### src/cfr_regs.vh
// cfr_regs.vh: register map, flag positions, command fields and codes.
// Assumes it is included by every core file; it holds definitions only.
`ifndef CFR_REGS_VH
`define CFR_REGS_VH
// ----------------------------------------
// Register byte offsets.
// ----------------------------------------
`define CFR_OFF_GPR 8'h00
`define CFR_OFF_SEG 8'h20
`define CFR_OFF_IP 8'h30
`define CFR_OFF_FLAGS 8'h34
`define CFR_OFF_ALU 8'h38
`define CFR_OFF_EA 8'h3C
`define CFR_OFF_EAOFF 8'h40
`define CFR_OFF_PHYS 8'h44
`define CFR_OFF_STR 8'h48
`define CFR_OFF_ADV 8'h4C
`define CFR_OFF_LAST 8'h4C
`define CFR_ALIGN 2'b00
// ----------------------------------------
// Status word bits, mask and reset values.
// ----------------------------------------
`define CFR_CARRY 0
`define CFR_PARITY 2
`define CFR_AUXC 4
`define CFR_ZERO 6
`define CFR_SIGN 7
`define CFR_STEP 8
`define CFR_INTEN 9
`define CFR_DIR 10
`define CFR_OVFL 11
`define CFR_FLAGS_MASK 16'h0FD5
`define CFR_FLAGS_RST 16'h0000
`define CFR_REG_RST 16'h0000
`define CFR_CMD_RST 32'h0000_0000
// ----------------------------------------
// Command fields, byte register index, widths.
// ----------------------------------------
`define CFR_F_OPC 3:0
`define CFR_F_DST 6:4
`define CFR_F_SRC 10:8
`define CFR_F_BYTE 12
`define CFR_F_EAMODE 2:0
`define CFR_F_EASEG 5:4
`define CFR_F_DISP 31:16
`define CFR_F_SWORD 0
`define CFR_F_LEN 3:0
`define CFR_BR_HI 2
`define CFR_BR_WORD 1:0
`define CFR_BYTE_MSB 7
`define CFR_WORD_MSB 15
`define CFR_BYTE_W 8
`define CFR_NIB_W 4
`define CFR_WORD_W 16
// ----------------------------------------
// Operation codes, register indices, address modes.
// ----------------------------------------
`define CFR_OP_ADD 4'h0
`define CFR_OP_ADC 4'h1
`define CFR_OP_SUB 4'h2
`define CFR_OP_SBB 4'h3
`define CFR_OP_AND 4'h4
`define CFR_OP_OR 4'h5
`define CFR_OP_XOR 4'h6
`define CFR_OP_CMP 4'h7
`define CFR_OP_MOV 4'h8
`define CFR_OP_INC 4'h9
`define CFR_OP_DEC 4'hA
`define CFR_R_BASE 3'h3
`define CFR_R_BPTR 3'h5
`define CFR_R_SIDX 3'h6
`define CFR_R_DIDX 3'h7
`define CFR_EA_BSI 3'h0
`define CFR_EA_BDI 3'h1
`define CFR_EA_PSI 3'h2
`define CFR_EA_PDI 3'h3
`define CFR_EA_SI 3'h4
`define CFR_EA_DI 3'h5
`define CFR_EA_DISP 3'h6
`define CFR_EA_B 3'h7
`define CFR_STEP_BYTE 16'h0001
`define CFR_STEP_WORD 16'h0002
`define CFR_ONE16 16'h0001
`define CFR_SEG_PAD 4'h0
`define CFR_LEN_PAD 12'h000
`endif

### src/cfr_core.v
// cfr_core.v: register state, status word and result flags of the core.
// Assumes an APB master on the clock domain of clk_sys, and an interrupt
// source that drops its request once it sees intAccept.
`timescale 1ns/1ps
`default_nettype none
`include "cfr_regs.vh"
module cfr_core #(
	parameter DW = 16,
	parameter NGPR = 8,
	parameter NSEG = 4
) (
	// Clock and reset.
	input wire clk_sys,
	input wire nrst,
	// APB slave.
	input wire [7:0] paddr,
	input wire psel,
	input wire penable,
	input wire pwrite,
	input wire [31:0] pwdata,
	output wire [31:0] prdata,
	output wire pready,
	output wire pslverr,
	// Maskable interrupt.
	input wire intReq,
	input wire [15:0] intVector,
	// Core events and modes.
	output wire intAccept,
	output wire stepTrap,
	output wire stringDown
);
	// ----------------------------------------
	// State and declarations.
	// ----------------------------------------
	reg pready_q;
	reg pslverr_q;
	reg [31:0] prdata_q;
	reg [31:0] rdData;
	reg [15:0] flags_q;
	reg [15:0] ip_q;
	reg [31:0] aluCmd_q;
	reg [31:0] eaCtrl_q;
	reg intAccept_q;
	reg stepTrap_q;
	reg stringDown_q;
	reg gaEn;
	reg [2:0] gaIdx;
	reg gaLo;
	reg gaHi;
	reg [15:0] gaData;
	reg [15:0] eaBase;
	wire [NGPR*DW-1:0] gprAll;
	wire [NSEG*DW-1:0] segAll;
	wire [15:0] fuRes;
	wire fuCarry;
	wire fuParity;
	wire fuAux;
	wire fuZero;
	wire fuSign;
	wire fuOvfl;
	wire fuUpd;
	wire fuKeepCarry;
	wire fuWb;

	// ----------------------------------------
	// Bus decode.
	// ----------------------------------------
	// The slave answers with one wait-free access phase; pready comes from a flop.
	wire apbSetup = psel & ~penable;
	wire apbWr = psel & penable & pready_q & pwrite;
	wire aligned = (paddr[1:0] == `CFR_ALIGN);
	wire mapped = aligned && (paddr <= `CFR_OFF_LAST);
	wire gprHit = aligned && (paddr < `CFR_OFF_SEG);
	wire segHit = aligned && (paddr >= `CFR_OFF_SEG) && (paddr < `CFR_OFF_IP);
	wire [2:0] gprIdx = paddr[4:2];
	wire [1:0] segIdx = paddr[3:2];
	wire wrGpr = apbWr & gprHit;
	wire wrSeg = apbWr & segHit;
	wire wrIp = apbWr & (paddr == `CFR_OFF_IP);
	wire wrFlags = apbWr & (paddr == `CFR_OFF_FLAGS);
	wire wrAlu = apbWr & (paddr == `CFR_OFF_ALU);
	wire wrEa = apbWr & (paddr == `CFR_OFF_EA);
	wire wrStr = apbWr & (paddr == `CFR_OFF_STR);
	wire wrAdv = apbWr & (paddr == `CFR_OFF_ADV);

	// Word of a general register by index. The register file is passed in, so that
	// every caller is re-evaluated when any register changes, not only its index.
	function [15:0] gprWord;
		input [NGPR*DW-1:0] all;
		input [2:0] idx;
		begin
			gprWord = all[idx*DW +: DW];
		end
	endfunction

	// Operand by register code; byte codes pick a half of the first four words.
	function [15:0] operand;
		input [NGPR*DW-1:0] all;
		input [2:0] code;
		input byteMode;
		reg [15:0] w;
		begin
			w = gprWord(all, byteMode ? {1'b0, code[`CFR_BR_WORD]} : code);
			operand = w;
			if (byteMode)
				operand = code[`CFR_BR_HI] ? {8'h00, w[15:8]} : {8'h00, w[7:0]};
		end
	endfunction

	// ----------------------------------------
	// Arithmetic command operands.
	// ----------------------------------------
	wire [2:0] aluDst = pwdata[`CFR_F_DST];
	wire [2:0] aluSrc = pwdata[`CFR_F_SRC];
	wire aluByte = pwdata[`CFR_F_BYTE];
	wire [15:0] aluA = operand(gprAll, aluDst, aluByte);
	wire [15:0] aluB = operand(gprAll, aluSrc, aluByte);

	cfr_flag_unit uFlag (
		.opA(aluA),
		.opB(aluB),
		.carryIn(flags_q[`CFR_CARRY]),
		.opCode(pwdata[`CFR_F_OPC]),
		.byteMode(aluByte),
		.result(fuRes),
		.carryOut(fuCarry),
		.parityOut(fuParity),
		.auxOut(fuAux),
		.zeroOut(fuZero),
		.signOut(fuSign),
		.ovflOut(fuOvfl),
		.updFlags(fuUpd),
		.keepCarry(fuKeepCarry),
		.writeBack(fuWb)
	);

	// ----------------------------------------
	// String index stepping.
	// ----------------------------------------
	wire [15:0] stepAmt = pwdata[`CFR_F_SWORD] ? `CFR_STEP_WORD : `CFR_STEP_BYTE;
	wire [15:0] srcIdx = gprWord(gprAll, `CFR_R_SIDX);
	wire [15:0] dstIdx = gprWord(gprAll, `CFR_R_DIDX);
	wire [15:0] srcNext = flags_q[`CFR_DIR] ? srcIdx - stepAmt : srcIdx + stepAmt;
	wire [15:0] dstNext = flags_q[`CFR_DIR] ? dstIdx - stepAmt : dstIdx + stepAmt;

	// ----------------------------------------
	// General register write port A.
	// ----------------------------------------
	// Bus writes win over the command engine; both come from one bus access.
	always @* begin
		gaEn = 1'b0;
		gaIdx = gprIdx;
		gaLo = 1'b1;
		gaHi = 1'b1;
		gaData = pwdata[15:0];
		if (wrGpr) begin
			gaEn = 1'b1;
		end else if (wrAlu && fuWb) begin
			// byte result lands in one half.
			gaEn = 1'b1;
			gaIdx = aluByte ? {1'b0, aluDst[`CFR_BR_WORD]} : aluDst;
			gaLo = ~aluByte | ~aluDst[`CFR_BR_HI];
			gaHi = ~aluByte | aluDst[`CFR_BR_HI];
			gaData = aluByte ? {fuRes[7:0], fuRes[7:0]} : fuRes;
		end else if (wrStr) begin
			gaEn = 1'b1;
			gaIdx = `CFR_R_SIDX;
			gaData = srcNext;
		end
	end

	cfr_gpr_file #(
		.DW(DW),
		.NREG(NGPR),
		.IW(3)
	) uGpr (
		.clk_sys(clk_sys),
		.nrst(nrst),
		.aEn(gaEn),
		.aIdx(gaIdx),
		.aLo(gaLo),
		.aHi(gaHi),
		.aData(gaData),
		.bEn(wrStr),
		.bIdx(`CFR_R_DIDX),
		.bData(dstNext),
		.rdAll(gprAll)
	);

	// ----------------------------------------
	// Segment registers.
	// ----------------------------------------
	genvar s;
	generate
		for (s = 0; s < NSEG; s = s + 1) begin : gSeg
			reg [DW-1:0] seg_q;
			always @(posedge clk_sys) begin
				if (!nrst)
					seg_q <= `CFR_REG_RST;
				else if (wrSeg && {30'h0000_0000, segIdx} == s)
					seg_q <= pwdata[DW-1:0];
			end
			assign segAll[s*DW +: DW] = seg_q;
		end
	endgenerate

	// ----------------------------------------
	// Operand offset and physical address.
	// ----------------------------------------
	wire [15:0] baseW = gprWord(gprAll, `CFR_R_BASE);
	wire [15:0] bptrW = gprWord(gprAll, `CFR_R_BPTR);
	wire [1:0] eaSeg = eaCtrl_q[`CFR_F_EASEG];
	wire [15:0] segW = segAll[eaSeg*DW +: DW];
	wire [15:0] eaOff = eaBase + eaCtrl_q[`CFR_F_DISP];
	wire [19:0] physAddr = {segW, `CFR_SEG_PAD} + {`CFR_SEG_PAD, eaOff};

	always @* begin
		case (eaCtrl_q[`CFR_F_EAMODE])
			`CFR_EA_BSI: eaBase = baseW + srcIdx;
			`CFR_EA_BDI: eaBase = baseW + dstIdx;
			`CFR_EA_PSI: eaBase = bptrW + srcIdx;
			`CFR_EA_PDI: eaBase = bptrW + dstIdx;
			`CFR_EA_SI: eaBase = srcIdx;
			`CFR_EA_DI: eaBase = dstIdx;
			`CFR_EA_B: eaBase = baseW;
			default: eaBase = `CFR_REG_RST;
		endcase
	end

	// ----------------------------------------
	// Status word.
	// ----------------------------------------
	// A bus write replaces every defined bit; commands update only their flags.
	always @(posedge clk_sys) begin
		if (!nrst) begin
			flags_q <= `CFR_FLAGS_RST;
		end else if (wrFlags) begin
			flags_q <= pwdata[15:0] & `CFR_FLAGS_MASK;
		end else begin
			if (wrAlu && fuUpd) begin
				if (!fuKeepCarry)
					flags_q[`CFR_CARRY] <= fuCarry;
				flags_q[`CFR_PARITY] <= fuParity;
				flags_q[`CFR_AUXC] <= fuAux;
				flags_q[`CFR_ZERO] <= fuZero;
				flags_q[`CFR_SIGN] <= fuSign;
				flags_q[`CFR_OVFL] <= fuOvfl;
			end
			if (wrAdv && flags_q[`CFR_STEP])
				flags_q[`CFR_STEP] <= 1'b0;
		end
	end

	// ----------------------------------------
	// Instruction pointer and events.
	// ----------------------------------------
	// An interrupt waits out any bus write so the pointer has one source per cycle.
	// enable flag gates vectoring.
	wire intTake = intReq & flags_q[`CFR_INTEN] & ~apbWr & ~intAccept_q;

	always @(posedge clk_sys) begin
		if (!nrst)
			ip_q <= `CFR_REG_RST;
		else if (wrIp)
			ip_q <= pwdata[15:0];
		else if (wrAdv)
			ip_q <= ip_q + {`CFR_LEN_PAD, pwdata[`CFR_F_LEN]};
		else if (intTake)
			ip_q <= intVector;
	end

	// Event pulses and mode level, all registered.
	always @(posedge clk_sys) begin
		if (!nrst) begin
			intAccept_q <= 1'b0;
			stepTrap_q <= 1'b0;
			stringDown_q <= 1'b0;
		end else begin
			intAccept_q <= intTake;
			stepTrap_q <= wrAdv & flags_q[`CFR_STEP];
			stringDown_q <= flags_q[`CFR_DIR];
		end
	end

	// Command and address control readback.
	always @(posedge clk_sys) begin
		if (!nrst) begin
			aluCmd_q <= `CFR_CMD_RST;
			eaCtrl_q <= `CFR_CMD_RST;
		end else begin
			if (wrAlu)
				aluCmd_q <= pwdata;
			if (wrEa)
				eaCtrl_q <= pwdata;
		end
	end

	// ----------------------------------------
	// Read mux and bus answer.
	// ----------------------------------------
	always @* begin
		rdData = `CFR_CMD_RST;
		if (gprHit) begin
			rdData = {16'h0000, gprWord(gprAll, gprIdx)};
		end else if (segHit) begin
			rdData = {16'h0000, segAll[segIdx*DW +: DW]};
		end else begin
			case (paddr)
				`CFR_OFF_IP: rdData = {16'h0000, ip_q};
				`CFR_OFF_FLAGS: rdData = {16'h0000, flags_q & `CFR_FLAGS_MASK};
				`CFR_OFF_ALU: rdData = aluCmd_q;
				`CFR_OFF_EA: rdData = eaCtrl_q;
				`CFR_OFF_EAOFF: rdData = {16'h0000, eaOff};
				`CFR_OFF_PHYS: rdData = {12'h000, physAddr};
				default: rdData = `CFR_CMD_RST;
			endcase
		end
	end

	// Read data is captured in the setup cycle; the address is stable until done.
	always @(posedge clk_sys) begin
		if (!nrst) begin
			pready_q <= 1'b0;
			pslverr_q <= 1'b0;
			prdata_q <= `CFR_CMD_RST;
		end else begin
			pready_q <= apbSetup;
			pslverr_q <= apbSetup & ~mapped;
			if (apbSetup)
				prdata_q <= mapped ? rdData : `CFR_CMD_RST;
		end
	end

	assign prdata = prdata_q;
	assign pready = pready_q;
	assign pslverr = pslverr_q;
	assign intAccept = intAccept_q;
	assign stepTrap = stepTrap_q;
	assign stringDown = stringDown_q;
endmodule // cfr_core
`default_nettype wire

### src/cfr_flag_unit.v
// cfr_flag_unit.v: combinational arithmetic and logic unit with result flags.
// Assumes operands are already byte-selected and zero-extended in byte mode.
`timescale 1ns/1ps
`default_nettype none
`include "cfr_regs.vh"
module cfr_flag_unit (
	// Operands and operation.
	input wire [15:0] opA,
	input wire [15:0] opB,
	input wire carryIn,
	input wire [3:0] opCode,
	input wire byteMode,
	// Result and flags.
	output reg [15:0] result,
	output reg carryOut,
	output reg parityOut,
	output reg auxOut,
	output reg zeroOut,
	output reg signOut,
	output reg ovflOut,
	output reg updFlags,
	output reg keepCarry,
	output reg writeBack
);
	reg subtract;
	reg isArith;
	reg cin;
	reg [15:0] bOp;
	reg [16:0] sum;
	reg [8:0] lowSum;
	reg [4:0] nibSum;
	reg carry;
	reg msbA;
	reg msbB;

	// Subtraction runs as an add of the inverted operand, so borrow is carry inverted.
	always @* begin
		subtract = 1'b0;
		isArith = 1'b1;
		cin = 1'b0;
		bOp = opB;
		keepCarry = 1'b0;
		writeBack = 1'b1;
		updFlags = 1'b1;
		case (opCode)
			`CFR_OP_ADD: cin = 1'b0;
			`CFR_OP_ADC: cin = carryIn;
			`CFR_OP_SUB: subtract = 1'b1;
			`CFR_OP_SBB: subtract = 1'b1;
			`CFR_OP_CMP: begin
				subtract = 1'b1;
				writeBack = 1'b0;
			end
			`CFR_OP_INC: begin
				bOp = `CFR_ONE16;
				keepCarry = 1'b1;
			end
			`CFR_OP_DEC: begin
				bOp = `CFR_ONE16;
				subtract = 1'b1;
				keepCarry = 1'b1;
			end
			`CFR_OP_MOV: begin
				isArith = 1'b0;
				updFlags = 1'b0;
			end
			default: isArith = 1'b0;
		endcase
		if (subtract) begin
			bOp = ~bOp;
			cin = (opCode == `CFR_OP_SBB) ? ~carryIn : 1'b1;
		end
		sum = {1'b0, opA} + {1'b0, bOp} + {16'h0000, cin};
		lowSum = {1'b0, opA[7:0]} + {1'b0, bOp[7:0]} + {8'h00, cin};
		nibSum = {1'b0, opA[3:0]} + {1'b0, bOp[3:0]} + {4'h0, cin};
		case (opCode)
			`CFR_OP_AND: result = opA & opB;
			`CFR_OP_OR: result = opA | opB;
			`CFR_OP_XOR: result = opA ^ opB;
			`CFR_OP_MOV: result = opB;
			default: result = sum[15:0];
		endcase
		if (byteMode)
			result = {8'h00, result[7:0]};
		carry = byteMode ? lowSum[`CFR_BYTE_W] : sum[`CFR_WORD_W];
		carryOut = isArith & (carry ^ subtract);
		auxOut = isArith & (nibSum[`CFR_NIB_W] ^ subtract);
		signOut = byteMode ? result[`CFR_BYTE_MSB] : result[`CFR_WORD_MSB];
		msbA = byteMode ? opA[`CFR_BYTE_MSB] : opA[`CFR_WORD_MSB];
		msbB = byteMode ? bOp[`CFR_BYTE_MSB] : bOp[`CFR_WORD_MSB];
		ovflOut = isArith & (msbA == msbB) & (signOut != msbA);
		zeroOut = (result == 16'h0000);
		parityOut = ~^result[7:0];
	end
endmodule // cfr_flag_unit
`default_nettype wire

### src/cfr_gpr_file.v
// cfr_gpr_file.v: general register storage with byte-lane and second word port.
// Assumes the two write ports never name the same entry in one cycle.
`timescale 1ns/1ps
`default_nettype none
`include "cfr_regs.vh"
module cfr_gpr_file #(
	parameter DW = 16,
	parameter NREG = 8,
	parameter IW = 3
) (
	// Clock and reset.
	input wire clk_sys,
	input wire nrst,
	// Port A, with byte lanes.
	input wire aEn,
	input wire [IW-1:0] aIdx,
	input wire aLo,
	input wire aHi,
	input wire [DW-1:0] aData,
	// Port B, whole word.
	input wire bEn,
	input wire [IW-1:0] bIdx,
	input wire [DW-1:0] bData,
	// All entries, flattened.
	output wire [NREG*DW-1:0] rdAll
);
	genvar g;
	generate
		for (g = 0; g < NREG; g = g + 1) begin : gEnt
			reg [DW-1:0] ent_q;
			always @(posedge clk_sys) begin
				if (!nrst) begin
					ent_q <= `CFR_REG_RST;
				end else if (aEn && {{(32-IW){1'b0}}, aIdx} == g) begin
					if (aLo)
						ent_q[DW/2-1:0] <= aData[DW/2-1:0];
					if (aHi)
						ent_q[DW-1:DW/2] <= aData[DW-1:DW/2];
				end else if (bEn && {{(32-IW){1'b0}}, bIdx} == g) begin
					ent_q <= bData;
				end
			end
			assign rdAll[g*DW +: DW] = ent_q;
		end
	endgenerate
endmodule // cfr_gpr_file
`default_nettype wire

### config.mk
export PLATFORM = sky130hd
export DESIGN_NAME = cfr_core
export DESIGN_NICKNAME = d
export VERILOG_FILES = /design/src/cfr_core.v /design/src/cfr_flag_unit.v /design/src/cfr_gpr_file.v
export VERILOG_INCLUDE_DIRS = /design/src
export SDC_FILE = /design/constraint.sdc
export NUM_CORES = 1
export LEC_CHECK = 0
export CAP_MARGIN = 20
export CELL_PAD_IN_SITES_DETAIL_PLACEMENT = 1
export CELL_PAD_IN_SITES_GLOBAL_PLACEMENT = 2
export CORE_ASPECT_RATIO = 1.75
export CORE_MARGIN = 3
export CORE_UTILIZATION = 37
export DETAILED_ROUTE_END_ITERATION = 10
export DONT_BUFFER_PORTS = 1
export MAX_ROUTING_LAYER = met4
export PLACE_DENSITY = 0.85
export SETUP_SLACK_MARGIN = 0.05
export SLEW_MARGIN = 20
export SYNTH_ARGS = -nofsm -noshare
export SYNTH_HDL_FRONTEND = slang
export SYNTH_SLANG_ARGS = --single-unit
### constraint.sdc
create_clock -name clk_sys -period 6.47 [get_ports clk_sys]
set_input_delay 0.647 -clock clk_sys [delete_from_list [all_inputs] [get_ports clk_sys]]
set_output_delay 0.647 -clock clk_sys [all_outputs]
set_load 0.1 [all_outputs]
* After elaboration in Yosys (flattened, before gate mapping)
Cells that the tools add are included.
** Storage, ports and cells
- Memory bits (read-only) :: 0
- Input port bits :: 62
- Register bits after elaboration :: 318
- Logic and storage cells :: 247
- Output and inout bits :: 37
- Memories kept :: 0
- Bits in writable memories :: 0
- Bits in latches :: 0
** Cells by class
- Magnitude comparators :: 4
- Bitwise operators :: 36
- $mul :: 0
- Multiplexer cells :: 63
- $add $sub $neg :: 17
- Equality and inequality tests :: 39
- Divide/modulo/power cells :: 0
- Reductions and logical operators :: 50
- Shift-type cells :: 5
** Operator list (count)
- 128-bit by 8-bit variable part select with 16-bit output :: 3
- 16-bit two-way mux :: 16
- 32-bit one-hot mux with 6 select lines :: 1
- 64-bit by 7-bit variable part select with 16-bit output :: 2
- 16-bit one-hot mux with 7 select lines :: 1
- 32-bit two-way mux :: 3
- 16-bit adder :: 5
- 16-bit one-hot mux with 4 select lines :: 1
- 2-bit AND reduction :: 17
- 16-bit by 2-bit adder with 16-bit output :: 2
- 8-bit by 6-bit == test with 1-bit output, second input constant :: 4
- 8-bit by 7-bit == test with 1-bit output, second input constant :: 4
- 8-bit two-way mux :: 4
- 16-bit by 2-bit subtractor with 16-bit output :: 2
- 1-bit two-way mux :: 29
- 1-bit bitwise AND :: 21
- 3-bit == test, second input constant :: 7
- 20-bit by 16-bit adder with 20-bit output :: 1
- 1-bit logical AND :: 19
- 3-bit two-way mux :: 6
- 16-bit by 16-bit adder with 17-bit output :: 1
- 17-bit by 1-bit adder with 17-bit output :: 1
- 16-bit by 4-bit adder with 16-bit output :: 1
- 16-bit bitwise AND :: 1
- other kinds (36) :: 62

* Logic depth before layout (Yosys ltp)
- Depth in word-level cells :: 16
- Depth in mapped cells :: 34
- Depth with buffers taken out :: 31

* Modules after synthesis
Synthesis repeated with hierarchy kept, for this count alone.
** Second synthesis, totals
- Cells, all modules :: 3032
- Area, all modules :: 26419.1 um2
** By module, submodules not included
- cfr_core :: area an instance 17445.5 um2, seq. area each 3803.6 um2, cells an instance 2052, times used 1
- cfr_gpr_file :: area an instance 6517.5 um2, seq. area each 2562.5 um2, cells an instance 624, times used 1
- cfr_flag_unit :: area an instance 2456.1 um2, seq. area each 0.0 um2, cells an instance 356, times used 1

* Worst setup path after synthesis
Ideal clock, no wire load.
- Path kind :: reg2reg
- Start point :: register eaCtrl_q[0]
- End point :: register prdata_q[18] (netlist: prdata[18])
- Stages on the path, launching flop included :: 31
- Data required time :: 6400 ps
- Slack :: 50 ps
- Setup time :: 70 ps
- Period minus slack after synthesis :: 6420 ps
- Path buffers :: 3
- Data arrival time :: 6349 ps
- Path through :: dfxtp_1 -> clkbuf_1 -> nor2_1 -> and2_1 -> clkbuf_1 -> clkbuf_1 -> mux2_2 -> ha_1 -> fa_1 -> a21o_1 -> a21oi_1 -> xnor2_1 -> nor2_1 -> a311oi_1 -> nor2_1 -> ha_1 -> inv_1 -> o21a_1 -> o41ai_1 -> a21oi_1 -> o21bai_1 -> xor2_1 -> ha_1 -> and2_1 -> o21ai_0 -> o31ai_1 -> o21ai_0 -> nor2_1 -> xnor2_1 -> or3_1 -> a21oi_1
** On the way
- Word-level cells in the longest chain between the ends :: 8
- Elaborated cells between the ends (all ways) :: 14
- Those cells by class :: 2 x add/sub; 6 x eq/ne; 5 x mux; 1 x reduce/logical
** Ends and longest elaborated chain
- from (decl) :: line cfr_core.v:42 : reg [31:0] eaCtrl_q;
- from (signal assigned) :: line cfr_core.v:289 : eaCtrl_q <= `CFR_CMD_RST;
- from (signal assigned) :: line cfr_core.v:294 : eaCtrl_q <= pwdata;
- 3-bit == test, or another cell as far along :: line cfr_core.v:218 : case (eaCtrl_q[`CFR_F_EAMODE])
- 16-bit one-hot mux with 7 select lines * :: line cfr_core.v:218
- 16-bit adder * :: line cfr_core.v:214 : wire [15:0] eaOff = eaBase + eaCtrl_q[`CFR_F_DISP];
- 20-bit by 16-bit adder with 20-bit output * :: line cfr_core.v:215 : wire [19:0] physAddr = {segW, `CFR_SEG_PAD} + {`CFR_SEG_PAD, eaOff};
- 32-bit one-hot mux with 6 select lines * :: line cfr_core.v:308 : case (paddr)
- 32-bit two-way mux * :: line cfr_core.v:305 : end else if (segHit) begin
- 32-bit two-way mux * :: line cfr_core.v:303 : if (gprHit) begin
- 32-bit two-way mux (no line) *
- to (signal assigned) :: line cfr_core.v:325 : prdata_q <= `CFR_CMD_RST;
- to (signal assigned) :: line cfr_core.v:330 : prdata_q <= mapped ? rdData : `CFR_CMD_RST;
- to (decl) :: line cfr_core.v:37 : reg [31:0] prdata_q;
Every way passes the cells marked *; elsewhere a longest branch is shown, timed or not.
A chain may end at the register's enable or synchronous reset.

* Worst setup path after layout
- Start point :: register eaCtrl_q[2]
- End point :: register prdata_q[10] (netlist: prdata[10])
** On the way
- Word-level cells in the longest chain between the ends :: 8
- Elaborated cells between the ends (all ways) :: 14
- Those cells by class :: 2 x add/sub; 6 x eq/ne; 5 x mux; 1 x reduce/logical
** Ends and longest elaborated chain (line)
- 3-bit == test, or another cell as far along :: cfr_core.v:218
- 16-bit one-hot mux with 7 select lines * :: cfr_core.v:218
- 16-bit adder * :: cfr_core.v:214
- 20-bit by 16-bit adder with 20-bit output :: cfr_core.v:215
- 32-bit one-hot mux with 6 select lines * :: cfr_core.v:308
- 32-bit two-way mux * :: cfr_core.v:305
- 32-bit two-way mux * :: cfr_core.v:303
- 32-bit two-way mux (no line) *
Marks and branches as above.

==> results.cfg <==
[run_status]
status = finished, final reports clean

[worst_hold_path]
min_path_type = in2reg
hold_depth = 2

[cts]
max-clock-path-buffers = 3
clk_latency_ns = 0.57
cts_sinks = 318
cts_tree = done
htreeDepth = 2
cts_root_buffer = clkbuf_16
hold_buffers = 0
clk_pin_slew_ns = 0.07
cts_made_buffers = 34

[placement]
gp_congestion = 0.959
dpl-instance-area_sq_um = 25000
port_buffers = 0
detailed_place_hpwl_um = 79700

[timing]
setup_viol = 0
fin_skew_ns = 0.0389
min_period_over_period_pct = 96.5
slew_headroom_pct = 20.2
final_max_slew_viol_count = 0
rsz0062_at_grt = false
fmax_mhz = 160
hold_viol = 0
max_slew.worst_pin.slew_ns = 1.18
finalCriticalPeriod_ns = 6.24

[floorplan]
core_region_area_sq_um = 64500
rows = 123
start_util_pct = 37.6
die_x_um = 199
die_y_um = 344
ios = 99
die_area_sq_um = 68700

[grt]
grt.overflow.total = 0
grt_max_degree = 94
grt_usage_pct = 31.8
antenna_found_initial = 2
grt_pass1_vias = 24452
grt_pass1_wl_um = 158000

[route]
routedWlPerCell_um = 30.0
viasPerCell = 6.50
firstDrtPassIters = 5
wl_um = 108000
antenna_left = 0
num_vias = 23472
drt-initial-drc-count = 1917
drc = 0

[pwr]
p_seq_share_pct = 43.3
p_leak_nw = 10.2
irDropWorstVdd_v = 0.000145
p_int_mw = 3.37
clockPowerShare_pct = 48.7
netSwitchingFraction_pct = 25.7
p_comb_share_pct = 8.0
power.density_nw_per_um2 = 171
switching_power_mw = 1.16

[setup_path]
critPathKind = reg2reg
startpoint_type = flip-flop
worstRegToRegCells = 26
crit_required_ns = 6.87
path_max_fanout = 6
cp-end-kind = flip-flop
arrival_ns = 6.64

[synthesis]
synth_common_cells = nand2_1 (355), a21oi_1 (330), dfxtp_1 (318), nor2_1 (281), clkbuf_1 (144)
synth_fa_ha_area_share_pct = 8.13
ys_top_cells_by_area = dfxtp_1 (26%), mux4_2 (12%), ha_1 (7.4%)
synth_nets = 3069
synth_top_family_by_area = compound AO/OA/AOI/OAI gates
synth_simple_gate_area_share_pct = 16.2
synth_xor_area_share_pct = 3.83
yosysWarnings = 0
synth_top_area_cell = dfxtp_1
netlist_area_sq_um = 24200
synth_top_area_share_pct = 26.3
synth_seq_cells = 318
async_reset_ff_share_pct = 0
synthMuxAreaShare_pct = 19.7
synth-edff-count = 0
ys.flop_type = dfxtp_1
yosysSeqAreaShare_pct = 26.3
synth_cells = 2855
ys_types = 91
synth.most_common_cell = nand2_1
syn_area_per_cell_sq_um = 8.48
synth_compound_area_share_pct = 21.2

[finish]
drive_gt1_share_pct = 15.1
syn2layout_area_growth_pct = 9.38
fin_util_pct = 41.1
final_cell_area_sq_um = 26500
nets = 2990

[flow_run]
cap_violations = 0
## cell usage in the layout (no fill, tap or decap), types with 34 or more instances in the layout
cell,Yosys,final
nand2_1,355,353
a21oi_1,330,320
dfxtp_1,318,316
nor2_1,281,277
ha_1,143,140
mux4_2,130,130
mux2i_1,130,130
o21ai_0,127,121
buf_4,7,92
a211oi_1,77,76
inv_1,66,65
xnor2_1,65,65
nand3_1,49,49
mux2_2,49,48
xor2_1,41,41
a22oi_1,35,35
nand2b_1,35,34
clkbuf_16,0,34
## metal layers
layer  GRT usage, %  part of all wire, %  vias to the layer above
li1               -                    -                    10307
met1           31.8                   33                    11718
met2           54.3                   50                      993
met3           3.78                  5.3                      454
met4           27.9                   11                        0
met5              -                    0                        -
## final cells by class
cell class | instances | area (sq um)
tap | 812 | 1020
clock buffer | 43 | 965
clock inverter | 17 | 249
antenna | 1 | 2.50
sequential | 318 | 6370
fill | 7506 | 38000
inverter | 67 | 259
multi-input combinational | 2263 | 16900
timing repair buffer | 92 | 691
## power by group through the flow
stage	Clock, mW	Sequential [mW]	Combinational [mW]
floorplan	0	2.01	0.321
global placement	0	2.01	0.351
detailed placement	0	2.01	0.361
CTS	2.23	1.96	0.362
global route	2.30	1.96	0.393
finish	2.21	1.96	0.364
## stage by stage
| stage | setup WS (ns) | setup TNS (ns) | cells | hold WS (ns) | total power, mW |
|---|---|---|---|---|---|
| floorplan | 0.0503 | 0 | 2855 | 0.433 | 2.33 |
| global placement | 0.0695 | 0 | 3541 | 0.439 | 2.36 |
| detailed placement | -0.155 | -0.253 | 3541 | 0.448 | 2.37 |
| CTS | 0.105 | 0 | 3601 | 0.197 | 4.55 |
| global route | 0.0215 | 0 | 3613 | 0.222 | 4.65 |
| finish | 0.225 | 0 | 3613 | 0.216 | 4.53 |
## worst max-delay path, cell delays in order (launching register included)
cell and delay [ns]:
dfxtp_2 0.34, nor2_4 0.11, and2_4 0.16, buf_4 0.15
mux2_4 0.32, ha_1 0.29, a211o_1 0.36, a21oi_4 0.22
o21bai_1 0.10, xnor2_1 0.17, nor2_1 0.06, a211oi_1 0.24
nor2_1 0.14, ha_1 0.36, or2_2 0.32, o31ai_1 0.09
a21oi_1 0.13, a21oi_2 0.22, xnor2_1 0.17, ha_1 0.30
a21o_1 0.22, a21o_1 0.21, a21oi_1 0.20, xnor2_1 0.09
a221oi_1 0.74, a211o_1 0.25, a21oi_1 0.09
## logic make-up after synthesis
logic type	after synthesis
compound gates	812
xor+xnor	106
fa+ha+maj	152
buf+inv	274
flops	318
mux	309
simple gates	884
## flip-flops by register name, summed over array words and instances, names as in the netlist
register,count
intAccept,1
ip_q,16
stepTrap,1
flags_q,9
gSeg.seg_q,64
pslverr,1
eaCtrl_q,32
stringDown,1
pready,1
uGpr.gEnt.ent_q,128
prdata,32
aluCmd_q,32
## worst paths after layout
check / to / startpoint / slack [ns]
setup / recovery: prdata[10]$_SDFFE_PN0P_ / eaCtrl_q[2]$_SDFFE_PN0P_ / 0.23
hold / removal: aluCmd_q[11]$_SDFFE_PN0P_ / pwdata[11] / 0.22
setup reg to reg: prdata[10]$_SDFFE_PN0P_ / eaCtrl_q[2]$_SDFFE_PN0P_ / 0.23
hold reg to reg: eaCtrl_q[8]$_SDFFE_PN0P_ / eaCtrl_q[8]$_SDFFE_PN0P_ / 0.46
## what timing repair did
| item | CTS | global route |
|---|---|---|
| pin swaps | 0 | 20 |
| setup buffers | 0 | 11 |
| resized for setup | 7 | 41 |
| setup endpoints to repair | 4 | 10 |
Power figures use the tool's default switching activity.
